--- src/core/fdrl_map.vh ---
`ifndef FDRL_MAP_VH
`define FDRL_MAP_VH
`define FDRL_ADDR_DYN_CTRL 8'h36
`define FDRL_ADDR_DRV1_CFG 8'h5C
`define FDRL_ADDR_DRV2_CFG 8'h5D
`define FDRL_ADDR_DRV3_CFG 8'h5E
`define FDRL_ADDR_ACOU1 8'h62
`define FDRL_ADDR_DRIVE_TWO_STEP_SELECT 8'h63
`define FDRL_RST_VAL 8'h00
`define FDRL_BIT_R2_DYN 7
`define FDRL_BIT_LOC_DYN 6
`define FDRL_BIT_R1_DYN 5
`define FDRL_BIT_ACOU1_EN 3
`define FDRL_BIT_DRIVE_TWO_STEP_SELECT_EN 7
`define FDRL_BIT_DRIVE_THREE_STEP_SELECT_EN 3
`define FDRL_BIT_SLOW 3
`define FDRL_STEP1_HI 2
`define FDRL_STEP1_LO 0
`define FDRL_STEP2_HI 6
`define FDRL_STEP2_LO 4
`define FDRL_STEP3_HI 2
`define FDRL_STEP3_LO 0
`define FDRL_SLOT_MAX 8'hFF
`define FDRL_SLOW_DIV 2'h3
`define FDRL_SLOW_ZERO 2'h0
`define FDRL_SLOW_INC 2'h1
`endif

--- src/core/fdrl_top.v ---
`timescale 1ns/1ps
`include "fdrl_map.vh"
module fdrl_top (
  input wire clk,
  input wire arst_n,
  input wire reg_wr,
  input wire reg_rd,
  input wire [7:0] reg_addr,
  input wire [7:0] reg_wdata,
  output reg [7:0] reg_rdata,
  input wire temp_update,
  input wire [7:0] target_duty_one,
  input wire [7:0] target_duty_two,
  input wire [7:0] target_duty_three,
  output wire remote_two_dynamic_enable,
  output wire local_dynamic_enable,
  output wire remote_one_dynamic_enable,
  output reg [7:0] first_fan_drive,
  output reg [7:0] second_fan_drive,
  output reg [7:0] third_fan_drive
);
  reg [7:0] dyn_ctrl_q;
  reg [7:0] cfg1_q;
  reg [7:0] cfg2_q;
  reg [7:0] cfg3_q;
  reg [7:0] acou1_q;
  reg [7:0] drive_two_step_select_q;
  reg [1:0] slow1_q;
  reg [1:0] slow2_q;
  reg [1:0] slow3_q;
  wire [2:0] drive_one_step_select;
  wire [2:0] drive_two_step_select;
  wire [2:0] drive_three_step_select;
  reg [7:0] dyn_ctrl_d;
  reg [7:0] cfg1_d;
  reg [7:0] cfg2_d;
  reg [7:0] cfg3_d;
  reg [7:0] acou1_d;
  reg [7:0] drive_two_step_select_d;
  reg [1:0] slow1_d;
  reg [1:0] slow2_d;
  reg [1:0] slow3_d;
  reg [7:0] drive1_d;
  reg [7:0] drive2_d;
  reg [7:0] drive3_d;
  reg [7:0] rdata_d;
  wire [2:0] reg_sel;

  // register select codes
  localparam [2:0] SEL_NONE = 3'h0;
  localparam [2:0] SEL_DYN = 3'h1;
  localparam [2:0] SEL_CFG1 = 3'h2;
  localparam [2:0] SEL_CFG2 = 3'h3;
  localparam [2:0] SEL_CFG3 = 3'h4;
  localparam [2:0] SEL_ACOU1 = 3'h5;
  localparam [2:0] SEL_DRIVE_TWO_STEP_SELECT = 3'h6;

  // one decode shared by write and read so the two maps cannot drift apart
  function [2:0] addr_select;
    input [7:0] addr;
    begin
      if (addr == `FDRL_ADDR_DYN_CTRL) begin
        addr_select = SEL_DYN;
      end else if (addr == `FDRL_ADDR_DRV1_CFG) begin
        addr_select = SEL_CFG1;
      end else if (addr == `FDRL_ADDR_DRV2_CFG) begin
        addr_select = SEL_CFG2;
      end else if (addr == `FDRL_ADDR_DRV3_CFG) begin
        addr_select = SEL_CFG3;
      end else if (addr == `FDRL_ADDR_ACOU1) begin
        addr_select = SEL_ACOU1;
      end else if (addr == `FDRL_ADDR_DRIVE_TWO_STEP_SELECT) begin
        addr_select = SEL_DRIVE_TWO_STEP_SELECT;
      end else begin
        addr_select = SEL_NONE;
      end
    end
  endfunction

  assign reg_sel = addr_select(reg_addr);

  // ramp step in slots for a 3-bit code
  function [7:0] step_of;
    input [2:0] code;
    begin
      case (code)
        3'h0: step_of = 8'h01;
        3'h1: step_of = 8'h02;
        3'h2: step_of = 8'h03;
        3'h3: step_of = 8'h05;
        3'h4: step_of = 8'h08;
        3'h5: step_of = 8'h0C;
        3'h6: step_of = 8'h18;
        default: step_of = 8'h30;
      endcase
    end
  endfunction

  // one limited move; clamps at the target so no overshoot or wrap
  function [7:0] ramp_next;
    input [7:0] prev;
    input [7:0] tgt;
    input [7:0] step;
    reg [8:0] diff;
    begin
      diff = 9'h000;
      if (tgt > prev) begin
        diff = {1'b0, tgt} - {1'b0, prev};
        if (diff > {1'b0, step}) begin
          ramp_next = prev + step;
        end else begin
          ramp_next = tgt;
        end
      end else if (tgt < prev) begin
        diff = {1'b0, prev} - {1'b0, tgt};
        if (diff > {1'b0, step}) begin
          ramp_next = prev - step;
        end else begin
          ramp_next = tgt;
        end
      end else begin
        ramp_next = prev;
      end
    end
  endfunction

  assign drive_one_step_select = acou1_q[`FDRL_STEP1_HI:`FDRL_STEP1_LO];
  assign drive_two_step_select = drive_two_step_select_q[`FDRL_STEP2_HI:`FDRL_STEP2_LO];
  assign drive_three_step_select = drive_two_step_select_q[`FDRL_STEP3_HI:`FDRL_STEP3_LO];

  // dynamic enables go to the start-temperature logic outside this block
  // remote two enable
  assign remote_two_dynamic_enable = dyn_ctrl_q[`FDRL_BIT_R2_DYN];
  assign local_dynamic_enable = dyn_ctrl_q[`FDRL_BIT_LOC_DYN];
  assign remote_one_dynamic_enable = dyn_ctrl_q[`FDRL_BIT_R1_DYN];
  // adjust is external; cleared bit leaves start temperature alone

  // unmapped addresses fall through and change nothing
  always @* begin
    dyn_ctrl_d = dyn_ctrl_q;
    cfg1_d = cfg1_q;
    cfg2_d = cfg2_q;
    cfg3_d = cfg3_q;
    acou1_d = acou1_q;
    drive_two_step_select_d = drive_two_step_select_q;
    if (reg_wr) begin
      if (reg_sel == SEL_DYN) begin
        dyn_ctrl_d = reg_wdata;
      end else if (reg_sel == SEL_CFG1) begin
        cfg1_d = reg_wdata;
      end else if (reg_sel == SEL_CFG2) begin
        cfg2_d = reg_wdata;
      end else if (reg_sel == SEL_CFG3) begin
        cfg3_d = reg_wdata;
      end else if (reg_sel == SEL_ACOU1) begin
        acou1_d = reg_wdata;
      end else if (reg_sel == SEL_DRIVE_TWO_STEP_SELECT) begin
        drive_two_step_select_d = reg_wdata;
      end
    end
  end

  always @(posedge clk or negedge arst_n) begin
    if (!arst_n) begin
      dyn_ctrl_q <= `FDRL_RST_VAL;
      cfg1_q <= `FDRL_RST_VAL;
      cfg2_q <= `FDRL_RST_VAL;
      cfg3_q <= `FDRL_RST_VAL;
      acou1_q <= `FDRL_RST_VAL;
      drive_two_step_select_q <= `FDRL_RST_VAL;
    end else begin
      dyn_ctrl_q <= dyn_ctrl_d;
      cfg1_q <= cfg1_d;
      cfg2_q <= cfg2_d;
      cfg3_q <= cfg3_d;
      acou1_q <= acou1_d;
      drive_two_step_select_q <= drive_two_step_select_d;
    end
  end

  // read data sits in a flop and holds between reads; a read beside a write sees the old value
  always @* begin
    rdata_d = reg_rdata;
    if (reg_rd) begin
      if (reg_sel == SEL_DYN) begin
        rdata_d = dyn_ctrl_q;
      end else if (reg_sel == SEL_CFG1) begin
        rdata_d = cfg1_q;
      end else if (reg_sel == SEL_CFG2) begin
        rdata_d = cfg2_q;
      end else if (reg_sel == SEL_CFG3) begin
        rdata_d = cfg3_q;
      end else if (reg_sel == SEL_ACOU1) begin
        rdata_d = acou1_q;
      end else if (reg_sel == SEL_DRIVE_TWO_STEP_SELECT) begin
        rdata_d = drive_two_step_select_q;
      end else begin
        rdata_d = `FDRL_RST_VAL;
      end
    end
  end

  always @(posedge clk or negedge arst_n) begin
    if (!arst_n) begin
      reg_rdata <= `FDRL_RST_VAL;
    end else begin
      reg_rdata <= rdata_d;
    end
  end

  // slow mode steps only on every fourth update; full-scale time then grows fourfold
  wire slow1_go = ~cfg1_q[`FDRL_BIT_SLOW] | (slow1_q == `FDRL_SLOW_DIV);
  wire slow2_go = ~cfg2_q[`FDRL_BIT_SLOW] | (slow2_q == `FDRL_SLOW_DIV);
  wire slow3_go = ~cfg3_q[`FDRL_BIT_SLOW] | (slow3_q == `FDRL_SLOW_DIV);

  always @* begin
    slow1_d = slow1_q;
    slow2_d = slow2_q;
    slow3_d = slow3_q;
    if (temp_update) begin
      slow1_d = cfg1_q[`FDRL_BIT_SLOW] ? slow1_q + `FDRL_SLOW_INC : `FDRL_SLOW_ZERO;
      slow2_d = cfg2_q[`FDRL_BIT_SLOW] ? slow2_q + `FDRL_SLOW_INC : `FDRL_SLOW_ZERO;
      slow3_d = cfg3_q[`FDRL_BIT_SLOW] ? slow3_q + `FDRL_SLOW_INC : `FDRL_SLOW_ZERO;
    end
  end

  always @(posedge clk or negedge arst_n) begin
    if (!arst_n) begin
      slow1_q <= `FDRL_SLOW_ZERO;
      slow2_q <= `FDRL_SLOW_ZERO;
      slow3_q <= `FDRL_SLOW_ZERO;
    end else begin
      slow1_q <= slow1_d;
      slow2_q <= slow2_d;
      slow3_q <= slow3_d;
    end
  end

  // next duty of one output on an update pulse
  function [7:0] drive_next;
    input en;
    input go;
    input [7:0] prev;
    input [7:0] tgt;
    input [2:0] code;
    begin
      if (!en) begin
        drive_next = tgt;
      end else if (go) begin
        drive_next = ramp_next(prev, tgt, step_of(code));
      end else begin
        drive_next = prev;
      end
    end
  endfunction

  always @* begin
    drive1_d = first_fan_drive;
    drive2_d = second_fan_drive;
    drive3_d = third_fan_drive;
    if (temp_update) begin
      drive1_d = drive_next(acou1_q[`FDRL_BIT_ACOU1_EN], slow1_go, first_fan_drive, target_duty_one,
        drive_one_step_select);
      drive2_d = drive_next(drive_two_step_select_q[`FDRL_BIT_DRIVE_TWO_STEP_SELECT_EN], slow2_go, second_fan_drive, target_duty_two,
        drive_two_step_select);
      drive3_d = drive_next(drive_two_step_select_q[`FDRL_BIT_DRIVE_THREE_STEP_SELECT_EN], slow3_go, third_fan_drive, target_duty_three,
        drive_three_step_select);
    end
  end

  // ramp time per slot is set by the update cadence; 255 updates at one slot gives about 35 s
  // cadence sets time
  always @(posedge clk or negedge arst_n) begin
    if (!arst_n) begin
      first_fan_drive <= `FDRL_RST_VAL;
      second_fan_drive <= `FDRL_RST_VAL;
      third_fan_drive <= `FDRL_RST_VAL;
    end else begin
      first_fan_drive <= drive1_d;
      second_fan_drive <= drive2_d;
      third_fan_drive <= drive3_d;
    end
  end
  // 8-bit duty spans 0 to 255 slots
endmodule // fdrl_top

--- config.mk ---
export PLATFORM = sky130hd
export DESIGN_NAME = fdrl_top
export DESIGN_NICKNAME = d
export VERILOG_FILES = /design/src/core/fdrl_top.v
export VERILOG_INCLUDE_DIRS = /design/src /design/src/core
export SDC_FILE = /design/constraint.sdc
export NUM_CORES = 1
export LEC_CHECK = 0
export CAP_MARGIN = 20
export CORE_MARGIN = 2
export CORE_UTILIZATION = 35
export DETAILED_ROUTE_END_ITERATION = 7
export DONT_BUFFER_PORTS = 1
export PLACE_DENSITY_LB_ADDON = 0.1
export SETUP_SLACK_MARGIN = 0.3
export SLEW_MARGIN = 20
export SYNTH_ARGS = -nofsm -noshare
export SYNTH_HDL_FRONTEND = slang
export SYNTH_SLANG_ARGS = --single-unit
export TNS_END_PERCENT = 30
--- constraint.sdc ---
create_clock -name clk -period 9.8 [get_ports clk]
set_input_delay 0.49 -clock clk [delete_from_list [all_inputs] [get_ports clk]]
set_output_delay 0.49 -clock clk [all_outputs]
set_load 0.005 [all_outputs]
## Word level (Yosys, flattened, before mapping)

Cells that the tools add are included.
Widths: inputs -> output; s select.

- Bits of input ports: 45
- Output and inout port bits: 35
- Logic and storage cells: 147
- Register bits: 86

- Bitwise logic cells: 11
- Equality and inequality tests: 39
- Reduce and logical (&&, ||, !) cells: 12
- Add/sub/neg operators: 15
- $lt $le $gt $ge: 12
- Multiplexer cells: 45

Operators with widths:

| kind | number |
|---|---|
| $mux 8 | 33 |
| $pmux 6 s7 | 3 |
| $gt 9x8->1 | 6 |
| $sub 8x8->9 | 6 |
| $eq 8x7->1 const B | 5 |
| $eq 3x3->1 const B | 12 |
| $add 8x8->8 | 3 |
| $eq 3x2->1 const B | 8 |
| $gt 8x8->1 | 3 |
| $lt 8x8->1 | 3 |
| $sub 8x8->8 | 3 |
| $mux 3 | 6 |
| $eq 3x1->1 const B | 4 |
| $reduce_and 3->1 | 4 |
| $logic_not 3->1 | 3 |
| $ne 3x1->1 const B | 3 |
| $eq 8x6->1 const B | 1 |
| $not 1->1 | 8 |
| $reduce_and 7->1 | 1 |
| $add 2x1->2 const B | 3 |
| $eq 2x2->1 const B | 3 |
| $mux 2 | 3 |
| $ne 2x1->1 const B | 3 |
| $reduce_and 6->1 | 1 |
| other kinds (4) | 6 |

## Longest topological paths before layout

- Word-level depth: 14
- Mapped depth: 18
- Gate-level depth less buffers: 17

## Worst setup path after synthesis

No wires, ideal clock.

- Kind: input to register
- From: in target_duty_two[1]
- To: reg second_fan_drive[5]
- Arrival time: 3.442 ns
- Data required time: 9.662 ns
- Path slack: 6.220 ns
- Stages: 18
- Cell sequence: inv_1 -> ha_1 -> nor2b_1 -> o21ai_0 -> nand2_1 -> a21o_1 -> a21oi_1 -> xnor2_1 -> ha_1 -> nand3_1 -> o21ai_0 -> a31oi_1 -> or4_1 -> a21o_1 -> buf_2 -> a311oi_1 -> a211o_1 -> o221ai_1

- Word-level cells in the longest chain between the ends: 7

RTL lines:

| element | line | text |
|---|---|---|
| start, declared | fdrl_top.v:13 | `input wire [7:0] target_duty_two,` |
| $sub 8x8->9 | fdrl_top.v:115 | `diff = {1'b0, prev} - {1'b0, tgt};` |
| $gt 9x8->1 | fdrl_top.v:116 | `if (diff > {1'b0, step}) begin` |
| $mux 8 | fdrl_top.v:116 |  |
| $mux 8 | fdrl_top.v:114 | `end else if (tgt < prev) begin` |
| $mux 8 | fdrl_top.v:107 | `if (tgt > prev) begin` |
| $mux 8 | fdrl_top.v:249 | `end else if (go) begin` |
| $mux 8 | fdrl_top.v:247 | `if (!en) begin` |
| end signal, assigned | fdrl_top.v:276 | `` second_fan_drive <= `FDRL_RST_VAL; `` |
| end signal, assigned | fdrl_top.v:280 | `second_fan_drive <= drive2_d;` |
| end, declared | fdrl_top.v:19 | `output reg [7:0] second_fan_drive,` |

Parallel ways exist; a longest one is shown, timed or not. The select of a mux whose other input is x is not followed.
A chain may end at the register's enable or synchronous reset.

## Worst setup path after layout

- From: reg second_fan_drive[1]
- To: reg second_fan_drive[1]

- Word-level cells in the longest chain between the ends: 7

RTL lines:

| element | line |
|---|---|
| $sub 8x8->9 | fdrl_top.v:115 |
| $gt 9x8->1 | fdrl_top.v:116 |
| $mux 8 | fdrl_top.v:116 |
| $mux 8 | fdrl_top.v:114 |
| $mux 8 | fdrl_top.v:107 |
| $mux 8 | fdrl_top.v:249 |
| $mux 8 | fdrl_top.v:247 |

Parallel ways exist; a longest one is shown, timed or not. The select of a mux whose other input is x is not followed.

==> PnR_summary.wiki <==
{| class="wikitable"
! Metric !! Value
|-
| Power density over the cells || 133 mW/mm^2
|-
| Predominant post-synthesis flop cell || sky130_fd_sc_hd__dfrtp_1
|-
| Signal arrival time at the worst endpoint || 4.40 ns
|-
| Final hold viol count || 0
|-
| Main combinational cell family by area after synthesis || compound AO/OA/AOI/OAI gates
|-
| Crit-path cells || ha_1 > nor2b_1 > o21ai_0 > nand2_1 > a21o_1 > a21oi_1 > xnor2_1 > ha_1 > nand3_1 > o21ai_0 > a31oi_1 > or4_1 > a21o_1 > o21ai_0 > o21ai_0 > o221ai_1
|-
| Site Rows || 58
|-
| Highest net fanout along the worst path || 12
|-
| Insertion delay of the later-clocked pin in the worst-skew pair || 0.35 ns
|-
| Yosys Warn Count || 0
|-
| Setup repair after global routing missed its margin || no
|-
| Complex-gate fraction of the synthesized area || 22.0%
|-
| Post-synthesis simple-gate area fraction || 15.0%
|-
| Type of the setup path with the least slack || reg -> reg
|-
| Drt via density || 5.47
|-
| Count of placed standard cells in the final layout, fillers left out || around 1.4k
|-
| Buffer type at the clock tree root || sky130_fd_sc_hd__clkbuf_16
|-
| Antenna violations before repair || 0
|-
| CTS tree || done
|-
| CP Buf/Inv Count || 0
|-
| Number of buffers created by CTS || 9
|-
| Number of antenna repair diodes || 0
|-
| Final setup TNS || 0 ns
|-
| Syn Std Cell Area || 0.00897 mm^2
|-
| Maximum ir drop on the vdd rail || between 0.08 and 0.09 mV
|-
| Total via count after detailed routing || about 7.4k
|-
| Delay of the slowest critical-path stage || 0.60 ns
|-
| First-pass GRT wire length || 40300 um
|-
| Area of the core region || ~0.025 mm^2
|-
| Crit-path slowest cell || sky130_fd_sc_hd__dfrtp_1
|-
| Share of synthesized area spent on multiplexers || 7.83%
|-
| IO Port Bufs || 0
|-
| Max Slew Vio Count || 0
|-
| Count of distinct cell types in the synthesized netlist || 76
|-
| Initial Utilization || approximately 36%
|-
| Synthesized instance count || 1046
|-
| Max-Cap Viols || 0
|-
| Clock transition at path regs || 0.07 ns
|-
| 1st-iter DRT viols || 479
|-
| Crit path top cell by count || sky130_fd_sc_hd__o21ai_0
|-
| Most frequent cells in the layout || sky130_fd_sc_hd__ha_1, sky130_fd_sc_hd__inv_1, sky130_fd_sc_hd__dfrtp_1, sky130_fd_sc_hd__nand2_1, sky130_fd_sc_hd__a21oi_1
|-
| Mean instance size in the synthesized netlist || 8.58 um^2
|-
| Number of top-level pins || 80
|-
| Area growth, synth to finish || 6.39%
|-
| Drc violations || 0
|-
| Number of antenna-violating nets in the routed design || 0
|-
| Actual transition at the worst max-transition pin || 0.878 ns
|-
| H-tree levels || 3
|-
| Max Clock Freq || 242 MHz
|-
| Max Buffers Root-to-Sink || 2
|-
| Register cell area after layout || 0.00215 mm^2
|-
| Horiz. Die Dim || 164 um
|-
| DP HPWL || 19800 um
|-
| Total power consumption of the routed design || 1.27 mW
|-
| Fraction of layout cells with a size suffix above 1 || 8.57%
|-
| Clock Sinks || 86
|-
| Register-to-Register Setup Slack || approximately 5.7 ns
|-
| WL final || 24900 um
|-
| Maximum number of pins on one net before global-route repair || 87
|-
| Parity-gate share of the synthesized area counting xor and xnor cells || between 5 and 6%
|-
| Final critical path time including I/O delays and setup || 4.13 ns
|-
| Critical path launch point type || flop
|-
| Gpl congestion || 0.832
|-
| Mapped Nets || ~1.2k
|-
| Final setup violating endpoints || 0
|-
| Number of synthesized flops with an enable pin || 0
|-
| Drt wl/cell || around 18 um
|-
| Global-route usage over all layers || 19.0%
|-
| Top Family by Delay on Critical Path || compound AO/OA/AOI/OAI gates
|-
| Minimum hold slack || just under 0.05 ns
|-
| Post-synthesis sequential area ratio || 24.0%
|-
| Worst EP required || between 10 and 15 ns
|-
| Outcome || completed
|-
| Post-CTS setup repair buffer count || 0
|-
| Share of the clock period used by the worst path || 42.1%
|-
| Total overflow reported by the global router || 0
|-
| Synth async-reset ratio || 100%
|-
| Commonest non-fill, non-tap cell in the layout || sky130_fd_sc_hd__ha_1
|-
| Critical path capture point type || flop
|-
| Rel. slew slack || about two fifths
|-
| Fill cell count || 2580
|-
| HP Class || in -> async
|-
| Area share of fa/ha/maj cells after synthesis || 19.4%
|-
| Fin nets || 1199
|-
| Multi-input gate area in the final layout || roughly 0.0062 mm^2
|-
| Number of global-route vias before repair || 7339
|-
| Final clock skew || 0.00985 ns
|-
| Yosys reg bits || 86
|-
| Floorplan die height || 164 um
|-
| DIE AREA || ~0.027 mm^2
|-
| Pre-antenna DRT Iters || 5
|-
| LEAKAGE || 4.41 nW
|-
| Placed cell count || approximately 1.3k
|}
[routing by layer]
layer | share of wire (%) | wire length, um | global-route usage [%] | up-vias
li1 | - | - | - | 3719
met4 | 1.3 | 321 | 3.79 | 0
met5 | 0 | 0 | 0 | -
met3 | 3.5 | 882 | 3.28 | 17
met2 | 46 | 11500 | 31.1 | 109
met1 | 49 | 12200 | 26.3 | 3577
[repair_timing]
| action | CTS | global route |
|---|---|---|
| resized for setup | 0 | 0 |
| hold buffers | 1 | 0 |
| hold endpoints to repair | 86 | 0 |
[path summary, 6_finish.rpt]
check                                       to           startpoint  cells after the start
min in group clk                  reg_rdata[1]               reg_rd                      1
hold reg to reg                      cfg2_q[1]            cfg2_q[1]                      1
hold / removal             second_fan_drive[5]               arst_n                      1
max in group asynchronous           acou1_q[2]               arst_n                      1
setup reg to reg           second_fan_drive[1]  second_fan_drive[1]                     16
setup / recovery           second_fan_drive[1]  second_fan_drive[1]                     16
[cell usage after synthesis (all sizes together), types with 20 or more instances]
library cell | number | area [um^2]
buf | 20 | 120
mux2 | 50 | 563
nand2 | 73 | 274
nor2 | 62 | 233
a21o | 20 | 150
ha | 120 | 1500
nand3 | 27 | 135
o21ai | 65 | 329
a21oi | 71 | 355
inv | 107 | 402
clkbuf | 20 | 75.1
dfrtp | 86 | 2150
xor2 | 27 | 236
xnor2 | 25 | 219
[cell type report]
class                   instances  area share (%)
clock buffers                   9            2.36
multi-input cells             813            65.2
well taps                     330            4.32
repair buffers                  5           0.603
flip-flops and latches         86            22.5
clock inverters                 7           0.760
inverters                     107            4.21
[where the power goes]
part	total [mW]	leakage (nW)	internal [mW]	switching, mW
Clock	0.350	0.143	0.180	0.169
Sequential	0.418	1.12	0.379	0.0389
Combinational	0.505	3.14	0.215	0.290
[flip-flops by register name, indices dropped and copies added (netlist names)]
name and count:
cfg3_q 8, slow3_q 2, acou1_q 8, dyn_ctrl_q 8, cfg1_q 8, third_fan_drive 8
first_fan_drive 8, slow1_q 2, slow2_q 2, reg_rdata 8, second_fan_drive 8, drive_two_step_select_q 8
cfg2_q 8
[per-stage QoR]
| step | setup WS (ns) | util [%] | instance area (um^2) |
|---|---|---|---|
| 5_1_grt | 5.19 | 37.9 | 9550 |
| 3_3_place_gp | 5.74 | 36.6 | 9220 |
| 3_5_place_dp | 5.67 | 36.6 | 9220 |
| 6_report | 5.67 | 37.9 | 9550 |
| 4_1_cts | 5.65 | 37.9 | 9550 |
| 2_1_floorplan | 6.22 | - | 8970 |
[cells by family (layout without fill, tap and decap cells)]
logic type | Yosys count | in the layout
AOI/OAI and AO/OA | 297 | 297
xor gates and xnor gates | 52 | 52
adders and majority gates | 132 | 132
buffers and inverters | 147 | 128
DFF | 86 | 86
muxes | 64 | 64
and+or+nand+nor | 268 | 268
(Power assumes the default switching activity.)
